<file path="src/verilog/dsom_regs.vh">
// register offsets, field positions, reset values and counts for the ds3 overhead monitor
// assumed included by every design file of the block
`ifndef DSOM_REGS_VH
`define DSOM_REGS_VH
// ****************************************
// register offsets
// ****************************************
`define DSOM_ADDR_STATUS 8'h11
`define DSOM_ADDR_INT_STATUS 8'h13
`define DSOM_ADDR_INT_ENABLE 8'h14
`define DSOM_ADDR_INT_CLEAR 8'h15
`define DSOM_ADDR_CONTROL 8'h16
`define DSOM_ADDR_PAR_HIGH 8'h54
`define DSOM_ADDR_PAR_LOW 8'h55
`define DSOM_ADDR_BLK_HIGH 8'h58
`define DSOM_ADDR_BLK_LOW 8'h59
// ****************************************
// field positions
// ****************************************
`define DSOM_ST_FAR_END_RECEIVE_FAILURE 4
`define DSOM_ST_AIC 3
`define DSOM_INT_FAR_END_RECEIVE_FAILURE 3
`define DSOM_INT_AIC 2
`define DSOM_INT_OOF 1
`define DSOM_INT_PBIT 0
`define DSOM_CTL_FRAME_ON_PARITY 0
// ****************************************
// reset values and counts
// ****************************************
`define DSOM_RESET_BYTE 8'h00
`define DSOM_FAR_END_BLOCK_ERROR_CLEAN 3'h7
`define DSOM_OOF_WINDOW 3'h5
`define DSOM_OOF_LIMIT 3'h2
`define DSOM_INT_MASK 8'h0f
`endif

</file>
<file path="src/verilog/dsom_monitor.v">
// ds3 receive overhead monitor: far-end failure, block error, app id and p-bit checks
// assumes an upstream framer presents one overhead field per strobe, payload bits one per cycle
//
// Notes on behaviour
// - both x-bits at zero in a frame declare the far-end failure alarm.
// - status bit 4 stays high for as long as the far-end failure alarm lasts.
// - every change of the far-end failure alarm sets interrupt status bit 3.
// - both x-bits at one in a frame clear the far-end failure alarm.
// - a frame whose three block error bits are all ones causes no action.
// - a frame whose block error bits are not all ones bumps the block error counter.
// - status bit 3 holds the app id bit of the latest frame.
// - a change of the app id bit sets interrupt status bit 2.
// - even parity of each payload is compared with the p-bits of the following frame.
// - a parity mismatch sets the p-bit interrupt status bit 0.
// - a parity mismatch makes the local transmitter send block error bits other than all ones.
// - each parity mismatch bumps the parity error counter.
// - the parity error counter holds errors since the last read of its low byte, and that read clears it.
// - with framing on parity, p-bit errors in two of five m-frames declare out-of-frame.
`include "dsom_regs.vh"
module dsom_monitor (
  // clock and reset
  input wire core_clk,
  input wire srst,
  // register port
  input wire [7:0] reg_addr,
  input wire [7:0] reg_wdata,
  input wire reg_wr,
  input wire reg_rd,
  output reg [7:0] reg_rdata,
  // overhead from the receive framer, one strobe per field per frame
  input wire frame_start,
  input wire payload_valid,
  input wire payload_bit,
  input wire x_bits_valid,
  input wire [1:0] x_bits,
  input wire p_bits_valid,
  input wire [1:0] p_bits,
  input wire aic_valid,
  input wire aic_bit,
  input wire far_end_block_error_valid,
  input wire [2:0] far_end_block_err_bits,
  // results
  output reg far_end_fail_flag,
  output reg app_id_bit_copy,
  output reg [2:0] tx_far_end_block_error_bits,
  output reg oof_declare,
  output wire irq
);
  // ****************************************
  // parity over the payload
  // ****************************************
  reg run_parity;
  reg prev_parity;
  reg prev_valid;
  reg seen_start;
  reg pbit_err;
  always @(posedge core_clk)
  begin
    if (srst)
    begin
      run_parity <= 1'b0;
      prev_parity <= 1'b0;
      prev_valid <= 1'b0;
      seen_start <= 1'b0;
    end
    else if (frame_start)
    begin
      // the finished frame's parity is checked against the next frame's p-bits;
      // bits before the first frame start belong to no frame and are not checked
      prev_parity <= run_parity;
      prev_valid <= seen_start;
      seen_start <= 1'b1;
      run_parity <= payload_valid ? payload_bit : 1'b0;
    end
    else if (payload_valid)
    begin
      run_parity <= run_parity ^ payload_bit;
    end
  end
  // a mismatch of either p-bit counts, so unequal p-bits are caught too
  always @*
  begin
    pbit_err = p_bits_valid && prev_valid && (p_bits != {2{prev_parity}});
  end
  // ****************************************
  // per-frame p-bit error summary for the oof window
  // ****************************************
  reg frame_had_err;
  reg frame_seen;
  wire oof_hit;
  reg frame_on_parity;
  always @(posedge core_clk)
  begin
    if (srst)
    begin
      frame_had_err <= 1'b0;
      frame_seen <= 1'b0;
    end
    else if (frame_start)
    begin
      frame_had_err <= pbit_err;
      frame_seen <= 1'b1;
    end
    else if (pbit_err)
      frame_had_err <= 1'b1;
  end
  dsom_oof_window u_oof (
    .core_clk(core_clk),
    .srst(srst),
    .frame_done(frame_start && frame_seen),
    .frame_err(frame_had_err),
    .too_many(oof_hit)
  );
  always @(posedge core_clk)
  begin
    if (srst)
    begin
      oof_declare <= 1'b0;
    end
    else if (oof_hit && frame_on_parity)
    begin
      oof_declare <= 1'b1;
    end
    else if (frame_start && frame_seen && !oof_hit)
    begin
      // only a window with fewer than two errored frames, at a frame boundary, lifts the alarm
      oof_declare <= 1'b0;
    end
  end
  // ****************************************
  // far-end failure, app id and block error tracking
  // ****************************************
  wire far_end_receive_failure_set;
  wire far_end_receive_failure_clr;
  wire aic_change;
  wire far_end_block_error_event;
  assign far_end_receive_failure_set = x_bits_valid && (x_bits == 2'b00) && !far_end_fail_flag;
  assign far_end_receive_failure_clr = x_bits_valid && (x_bits == 2'b11) && far_end_fail_flag;
  assign aic_change = aic_valid && (aic_bit != app_id_bit_copy);
  // an all-ones pattern is a clean frame and is ignored
  assign far_end_block_error_event = far_end_block_error_valid && (far_end_block_err_bits != `DSOM_FAR_END_BLOCK_ERROR_CLEAN);
  always @(posedge core_clk)
  begin
    if (srst)
    begin
      far_end_fail_flag <= 1'b0;
    end
    else if (far_end_receive_failure_set)
    begin
      far_end_fail_flag <= 1'b1;
    end
    else if (far_end_receive_failure_clr)
    begin
      far_end_fail_flag <= 1'b0;
    end
  end
  always @(posedge core_clk)
  begin
    if (srst)
    begin
      app_id_bit_copy <= 1'b0;
    end
    else if (aic_valid)
    begin
      app_id_bit_copy <= aic_bit;
    end
  end
  // the returned pattern is refreshed per frame; 3'h0 marks an errored frame
  always @(posedge core_clk)
  begin
    if (srst)
    begin
      tx_far_end_block_error_bits <= `DSOM_FAR_END_BLOCK_ERROR_CLEAN;
    end
    else if (pbit_err)
    begin
      tx_far_end_block_error_bits <= 3'h0;
    end
    else if (p_bits_valid)
    begin
      tx_far_end_block_error_bits <= `DSOM_FAR_END_BLOCK_ERROR_CLEAN;
    end
  end
  // ****************************************
  // register decode
  // ****************************************
  wire rd_int = reg_rd && (reg_addr == `DSOM_ADDR_INT_STATUS);
  wire rd_par_h = reg_rd && (reg_addr == `DSOM_ADDR_PAR_HIGH);
  wire rd_par_l = reg_rd && (reg_addr == `DSOM_ADDR_PAR_LOW);
  wire rd_blk_h = reg_rd && (reg_addr == `DSOM_ADDR_BLK_HIGH);
  wire rd_blk_l = reg_rd && (reg_addr == `DSOM_ADDR_BLK_LOW);
  wire wr_en = reg_wr && (reg_addr == `DSOM_ADDR_INT_ENABLE);
  wire wr_clr = reg_wr && (reg_addr == `DSOM_ADDR_INT_CLEAR);
  wire wr_ctl = reg_wr && (reg_addr == `DSOM_ADDR_CONTROL);
  // ****************************************
  // counters
  // ****************************************
  wire [15:0] par_count;
  wire [15:0] blk_count;
  dsom_event_counter u_par (
    .core_clk(core_clk),
    .srst(srst),
    .event_pulse(pbit_err),
    .read_high(rd_par_h),
    .read_low(rd_par_l),
    .count(par_count)
  );
  dsom_event_counter u_blk (
    .core_clk(core_clk),
    .srst(srst),
    .event_pulse(far_end_block_error_event),
    .read_high(rd_blk_h),
    .read_low(rd_blk_l),
    .count(blk_count)
  );
  // ****************************************
  // interrupt status, enable and control
  // ****************************************
  reg [7:0] int_status;
  reg [7:0] int_enable;
  reg [7:0] next_int_status;
  reg [7:0] int_events;
  always @*
  begin
    int_events = 8'h00;
    int_events[`DSOM_INT_FAR_END_RECEIVE_FAILURE] = far_end_receive_failure_set || far_end_receive_failure_clr;
    int_events[`DSOM_INT_AIC] = aic_change;
    int_events[`DSOM_INT_OOF] = oof_hit && frame_on_parity && !oof_declare;
    int_events[`DSOM_INT_PBIT] = pbit_err;
    next_int_status = int_status;
    // read or clear first, then new events, so a same-cycle event survives
    if (rd_int)
      next_int_status = 8'h00;
    if (wr_clr)
      next_int_status = next_int_status & ~reg_wdata;
    next_int_status = (next_int_status | int_events) & `DSOM_INT_MASK;
  end
  always @(posedge core_clk)
  begin
    if (srst)
    begin
      int_status <= `DSOM_RESET_BYTE;
    end
    else
    begin
      int_status <= next_int_status;
    end
  end
  // unused upper bits are masked so they can never hold the interrupt up
  always @(posedge core_clk)
  begin
    if (srst)
    begin
      int_enable <= `DSOM_RESET_BYTE;
    end
    else if (wr_en)
    begin
      int_enable <= reg_wdata & `DSOM_INT_MASK;
    end
  end
  always @(posedge core_clk)
  begin
    if (srst)
    begin
      frame_on_parity <= 1'b0;
    end
    else if (wr_ctl)
    begin
      frame_on_parity <= reg_wdata[`DSOM_CTL_FRAME_ON_PARITY];
    end
  end
  assign irq = |(int_status & int_enable);
  // ****************************************
  // read data, one cycle after the strobe
  // ****************************************
  // high bytes are read as a live value; read high before low for a coherent pair
  reg [7:0] next_rdata;
  always @*
  begin
    next_rdata = 8'h00;
    case (reg_addr)
      `DSOM_ADDR_STATUS:
        next_rdata = {3'b000, far_end_fail_flag, app_id_bit_copy, tx_far_end_block_error_bits};
      `DSOM_ADDR_INT_STATUS:
        next_rdata = int_status;
      `DSOM_ADDR_INT_ENABLE:
        next_rdata = int_enable;
      `DSOM_ADDR_CONTROL:
        next_rdata = {7'h00, frame_on_parity};
      `DSOM_ADDR_PAR_HIGH:
        next_rdata = par_count[15:8];
      `DSOM_ADDR_PAR_LOW:
        next_rdata = par_count[7:0];
      `DSOM_ADDR_BLK_HIGH:
        next_rdata = blk_count[15:8];
      `DSOM_ADDR_BLK_LOW:
        next_rdata = blk_count[7:0];
      default:
        next_rdata = 8'h00;
    endcase
  end
  always @(posedge core_clk)
  begin
    if (srst)
    begin
      reg_rdata <= 8'h00;
    end
    else if (reg_rd)
    begin
      reg_rdata <= next_rdata;
    end
    else
    begin
      // idle bus reads as zero so a stale byte is never taken for data
      reg_rdata <= 8'h00;
    end
  end
endmodule

</file>
<file path="src/verilog/dsom_event_counter.v">
// 16-bit saturating event counter, cleared by a read of its low byte
// assumes one clock, synchronous reset; the high byte is live, so read it before the low byte
`include "dsom_regs.vh"
module dsom_event_counter (
  // clock and reset
  input wire core_clk,
  input wire srst,
  // event and read strobes
  input wire event_pulse,
  input wire read_high,
  input wire read_low,
  // count value
  output wire [15:0] count
);
  reg [15:0] value;
  assign count = value;
  always @(posedge core_clk)
  begin
    if (srst)
      value <= 16'h0000;
    else if (read_low)
      // an event landing with the clearing read is kept, not lost
      value <= event_pulse ? 16'h0001 : 16'h0000;
    else if (event_pulse && value != 16'hffff)
      value <= value + 16'h0001;
  end
endmodule

</file>
<file path="src/verilog/dsom_oof_window.v">
// sliding window over the last five m-frames of p-bit error flags
// assumes frame_done pulses once per m-frame
`include "dsom_regs.vh"
module dsom_oof_window (
  // clock and reset
  input wire core_clk,
  input wire srst,
  // per-frame input
  input wire frame_done,
  input wire frame_err,
  // result
  output wire too_many
);
  reg [4:0] hist;
  wire [4:0] next_hist;
  reg [2:0] ones;
  integer i;
  assign next_hist = {hist[3:0], frame_err};
  always @*
  begin
    ones = 3'h0;
    for (i = 0; i < 5; i = i + 1)
      ones = ones + {2'b00, next_hist[i]};
  end
  assign too_many = frame_done && (ones >= `DSOM_OOF_LIMIT);
  always @(posedge core_clk)
  begin
    if (srst)
      hist <= 5'h00;
    else if (frame_done)
      hist <= next_hist;
  end
endmodule

</file>
<file path="config.mk">
export PLATFORM = sky130hd
export DESIGN_NAME = dsom_monitor
export DESIGN_NICKNAME = d
export VERILOG_FILES = /design/src/verilog/dsom_monitor.v /design/src/verilog/dsom_event_counter.v /design/src/verilog/dsom_oof_window.v
export VERILOG_INCLUDE_DIRS = /design/src /design/src/verilog
export SDC_FILE = /design/constraint.sdc
export NUM_CORES = 1
export LEC_CHECK = 0
export BUFFER_PORTS_ARGS = -buffer_cell sky130_fd_sc_hd__buf_2
export CORE_ASPECT_RATIO = 1.1
export CORE_MARGIN = 3
export CORE_UTILIZATION = 41
export DETAILED_ROUTE_END_ITERATION = 12
export GPL_TIMING_DRIVEN = 0
export SYNTH_ARGS = -nofsm -noshare
export SYNTH_HDL_FRONTEND = slang
export SYNTH_SLANG_ARGS = --single-unit
</file>
<file path="constraint.sdc">
create_clock -name core_clk -period 5.3 [get_ports core_clk]
set_clock_uncertainty 0.15 [all_clocks]
set_input_delay 0.795 -clock core_clk [delete_from_list [all_inputs] [get_ports core_clk]]
set_output_delay 0.795 -clock core_clk [all_outputs]
set_load 0.005 [all_outputs]
</file>
; Word-level counts from Yosys, hierarchy flattened
; Cells that the tools add are included.
[classes]
n_addsub = 6
order_cmp = 1
eq_ne = 15
muxes = 20
bitwise = 6
reduce_logical = 35
[ops]
columns = cell, count
row1 = $mux 16, 4
row2 = $pmux 8 s8, 1
row3 = $eq 8x5->1 const B, 5
row4 = $add 16x1->16 const B, 2
row5 = $eq 8x7->1 const B, 4
row6 = $ne 16x16->1 const B, 2
row7 = $logic_and 1x1->1, 21
row8 = $reduce_bool 2->1, 7
row9 = $mux 1, 11
row10 = $and 4x4->4, 2
row11 = $mux 4, 2
row12 = $reduce_or 8->1, 1
row13 = $add 3x1->3, 2
row14 = $mux 3, 2
row15 = $not 4->4, 1
row16 = $or 4x4->4, 1
row17 = $add 2x1->3, 1
row18 = $ge 3x2->1 const B, 1
row19 = $logic_not 1->1, 3
row20 = $ne 3x3->1 const B, 1
row21 = $add 1x1->2, 1
row22 = $eq 2x2->1 const B, 1
row23 = $logic_not 2->1, 1
row24 = $ne 2x2->1, 1
row25 = other kinds (5), 5
[totals]
regBits = 64
inputBits = 35
out_inout_bits = 15
word_cells = 99

; Longest topological paths before layout
[depth]
word_depth = 10
depth_mapped = 7
ltp_nobuf = 6

; Hierarchy
; A second synthesis with hierarchy kept.
[unflattened]
hier_cells = 394
area_unflattened_um2 = 3358.2
[modules_own_cells]
columns = mod, instances, cells_per_inst, area_per_inst_um2, seq_area_each_um2
row1 = dsom_event_counter, 2, 99, 840.8, 320.3
row2 = dsom_monitor, 1, 179, 1483.9, 520.5
row3 = dsom_oof_window, 1, 17, 192.7, 80.1

; Worst setup path before layout
; Ideal clock, no wire load.
[synth_timing]
path_kind = input-to-reg
startpoint = in reg_addr[5]
endpoint = reg frame_on_parity
setup_time_ps = 128
t_arrival_ps = 2061
required_time_ps = 5022
slack_ps = 2961
stages = 6
path_buffers = 1
path_cell_list = or3b_1 -> buf_2 -> nor3_1 -> nand3_1 -> mux2i_1 -> nor2_1
[synth_between]
elab_chain_cells = 2
[synth_rtl]
columns = element, line
row1 = "start, declared", dsom_monitor.v:25  ; input wire [7:0] reg_addr,
row2 = $eq 8x5->1, n/a
row3 = $logic_and 1x1->1, dsom_monitor.v:194  ; wire wr_ctl = reg_wr && (reg_addr == `DSOM_ADDR_CONTROL);
row4 = "end signal, assigned", dsom_monitor.v:269  ; frame_on_parity <= reg_wdata[`DSOM_CTL_FRAME_ON_PARITY];
row5 = "end, declared", dsom_monitor.v:91  ; reg frame_on_parity;
; Every way passes these cells.
; A chain may end at the register's enable or synchronous reset.

; Worst setup path in the final report
[layout_timing]
startpoint = in reg_addr[5]
endpoint = reg u_par.value[7], in the netlist u_par.count[7]
[layout_between]
elab_chain_cells = 3
elab_cells_between_ends = 4
cone_classes = 1 x eq/ne / 1 x mux / 2 x reduce/logical
[layout_rtl]
columns = element, line
row1 = $eq 8x7->1 *, n/a
row2 = $logic_and 1x1->1 *, dsom_monitor.v:189  ; wire rd_par_l = reg_rd && (reg_addr == `DSOM_ADDR_PAR_LOW);
row3 = $mux 16 or $reduce_bool 2->1 (tied branches), n/a
row4 = "end signal, assigned", dsom_event_counter.v:23  ; value <= event_pulse ? 16'h0001 : 16'h0000;
row5 = "end signal, assigned", dsom_event_counter.v:25  ; value <= value + 16'h0001;
row6 = "end, declared", dsom_event_counter.v:15  ; reg [15:0] value;
; Mark *: on every way between the ends. The rest lies on a longest branch, timed or not.

==> metrics.md <==
| Metric | Value |
|---|---|
| Run status | `completed` |
| Final Wtd Congestion | `0.884` |
| Mapped Cells | `396` |
| Max clock buf depth | `2` |
| Standby leakage power | `1.37 nW` |
| Average cell area after synthesis | `8.36 um2` |
| Nature of the critical path endpoint | `register` |
| Fraction of synthesis flops using an asynchronous set or reset pin | `0%` |
| Max Freq | `412 MHz` |
| Chip Width | `91.7 um` |
| Max-capacitance violation count | `0` |
| Required time of the worst setup path | `5.38 ns` |
| Worst hold-check slack | `0.329 ns` |
| CP max FO | `10` |
| Post-detailed-route count of antenna-violating nets | `0` |
| DIE AREA | `9190 um2` |
| TritonCTS clock tree | `built` |
| Pin slew with the least headroom to its limit | `0.782 ns` |
| Setup repair after global routing missed its margin | `no` |
| Startpoint of the worst setup timing path | `reg_addr[5]` |
| Number of diodes added for antenna fixing | `0` |
| Number of setup violations in the final report | `0` |
| Power density over cell area | `240 nW/um2` |
| Cell breakdown of the critical path | `buf_2 -> or3b_1 -> buf_2 -> nor4_2 -> or2_1 -> buf_2 -> nor2_1` |
| Synth top area cells | `dfxtp_1, nor2_1, xnor2_1, nand2_1, nand3_1` |
| Layout Cells excl Fill | `562` |
| Clock-pin slew on the worst setup and hold paths | `0.08 ns` |
| Area added between synthesis and finish | `16.0%` |
| Peak supply drop | `0.116 mV` |
| DR WL/cell | `15.6 um` |
| HPWL after DPL | `6710 um` |
| Initial Utilization | `43.3%` |
| Insertion delay to the later sink of the worst-skew pair | `0.35 ns` |
| Number of buffers inserted by post-CTS setup repair | `0` |
| Sequential element share of the synthesized area | `37.5%` |
| Register bit total from synthesis | `62` |
| Tightest slew margin relative to the limit | `47.4%` |
| Violation count after the first detailed-route iteration | `146` |
| Via count | `3170` |
| Num CTS Buffers | `9` |
| EDFF count, synth | `0` |
| Number of failing hold endpoints at the final stage | `0` |
| 1st-pass router iterations | `4` |
| Startpoint of the most critical hold path | `u_oof.hist[3]$_SDFFE_PP0P_` |
| Cell with the largest stage delay on the worst path | `nor4_2` |
| Most numerous cell types in the synthesized netlist | `dfxtp_1, nor2_1, nand2_1` |
| Overflow left after global routing | `0` |
| Max Slew Vio Count | `0` |
| Type of the worst min-delay path | `reg2reg` |
| Startpoint of the most critical register-to-register path | `u_par.count[0]$_SDFFE_PP0P_` |
| Fill cells | `766` |
| Core occupancy in the finished layout | `50.3%` |
| Initial antenna violation count | `0` |
| Cell area after technology mapping | `3310 um2` |
| Total Power | `0.000923 W` |
| Main flop type after synthesis | `dfxtp_1` |
| DIE HEIGHT | `100 um` |
| Core region area | `7640 um2` |
| Total of cells resized after clock tree synthesis | `0` |
| Vias in the first global route | `2946` |
| Clock period minus worst slack | `2.43 ns` |
| Total negative slack for setup checks | `0 ns` |
| Total wire length after detailed routing | `8780 um` |
| Most frequently used cell type in the post-synthesis netlist | `dfxtp_1` |
| Maximum number of pins on one net before global-route repair | `13` |
| Wire length of the first global-routing pass | `14500 um` |
| Average via count per standard cell | `5.64` |
| Delay of the slowest cell on the worst path | `0.47 ns` |
| Total Nets Final | `491` |
| Endpoint arrival time on the critical path | `2.51 ns` |
| Number of buffer and inverter stages on the critical path | `3` |
| Ratio of cells with drive above 1 in the final layout | `19.7%` |
| Crit share post-route | `45.8%` |
| Yosys warnings | `0` |
| Number of placed cells counting well taps | `546` |
| Post-route DRC | `0` |
| Post-CTS Hold Buffers | `0` |
| Sequential cell area in the final layout | `1240 um2` |
| Number of different library cells in the post-synthesis netlist | `63` |
| Critical path's most frequent cell | `buf_2` |
| H-tree depth reported by CTS | `3` |
| Area occupied by multi-input gates | `1960 um2` |
| Area share of the largest cell type after synthesis | `37.5%` |
| Post-synthesis net count | `435` |
| Global-route total usage across every layer | `19.7%` |
| # rows | `33` |
| Root Buffer Master | `clkbuf_8` |
| # IOs | `50` |
| Sinks on the clock net | `62` |
| Biggest area consumer among synthesized cells | `dfxtp_1` |
| Number of buffer cells added on primary ports | `45` |
| Startpoint-to-endpoint class of the critical path | `in2reg` |
| Largest delay share family, worst path | `simple AND/OR/NAND/NOR gates` |
| CP startpoint kind | `input port` |
==> report_power, final <==
group,switching (W),leakage (nW),internal (W)
sequential,0.00000653,0.501,0.000472
clock,0.000203,0.0894,0.000170
combinational,0.0000437,0.784,0.0000292
==> worst reg2reg max path: stages, from the launching register on <==
cell and delay, ns:
dfxtp_1 0.39, ha_1 0.28, and3_4 0.19, and4b_1 0.20
buf_6 0.14, or3_4 0.34, or4_1 0.47, o21ai_1 0.08
==> routing by layer <==
metal | track usage (%) | wire, um
met3 | 2.92 | 411
met1 | 26.5 | 4100
met4 | 8.00 | 116
met2 | 31.8 | 4150
met5 | 0 | 0
==> final cells by class <==
class	instances	share of cell area (%)
Multi-Input combinational cell	311	51.1
Sequential cell	62	32.3
Timing Repair Buffer	45	5.87
Tap cell	105	3.42
Clock buffer	9	3.23
Buffer	17	2.22
Clock inverter	7	1.27
Inverter	6	0.587
==> logic make-up after synthesis <==
| logic type | synth area share [%] |
|---|---|
| flip-flops | 37.5 |
| XOR/XNOR | 5.29 |
| multiplexers | 4.99 |
| AO/OA/AOI/OAI | 14.8 |
| AND/OR/NAND/NOR | 32.4 |
| buffers and inverters | 3.25 |
| adder cells (fa/ha/maj) | 1.74 |
==> stage by stage <==
stage / instance area, um2 / setup WS (ns)
final: 3840 / 2.87
after detailed placement: 3670 / 2.50
after floorplan: 3310 / 2.96
after CTS: 3840 / 2.87
after global routing: 3840 / 2.77
after global placement: 3670 / 2.53
==> registers in the layout, indices dropped and copies added (netlist names) <==
name / count
frame_seen: 1
run_parity: 1
int_status: 4
frame_had_err: 1
reg_rdata: 8
prev_parity: 1
oof_declare: 1
app_id_bit_copy: 1
tx_far_end_block_error_bits: 1
u_blk.count: 16
frame_on_parity: 1
prev_valid: 1
int_enable: 4
u_par.count: 16
far_end_fail_flag: 1
u_oof.hist: 4
==> worst paths after layout <==
path | slack [ns] | depth (start not counted) | end
max | 2.87 | 7 | u_par.count[7]$_SDFFE_PP0P_
min | 0.33 | 2 | u_oof.hist[3]$_SDFFE_PP0P_
min reg2reg | 0.33 | 2 | u_oof.hist[3]$_SDFFE_PP0P_
max reg2reg | 2.99 | 7 | u_par.count[13]$_SDFFE_PP0P_
==> layout by cell type (no fill, tap or decap), types with 4 or more instances in the layout <==
cell type	n
a211oi_1	4
a21oi_1	24
a22oi_1	4
a31o_2	5
a31oi_1	4
and3_1	5
buf_2	50
clkbuf_1	6
clkbuf_8	9
dfxtp_1	62
inv_1	6
mux2_2	4
mux2i_1	12
nand2_1	38
nand2b_1	7
nand3_1	28
nand4_1	11
nor2_1	48
nor3_1	14
nor4_1	9
o21ai_0	9
or3_1	4
xnor2_1	17
(Power assumes the default switching activity.)
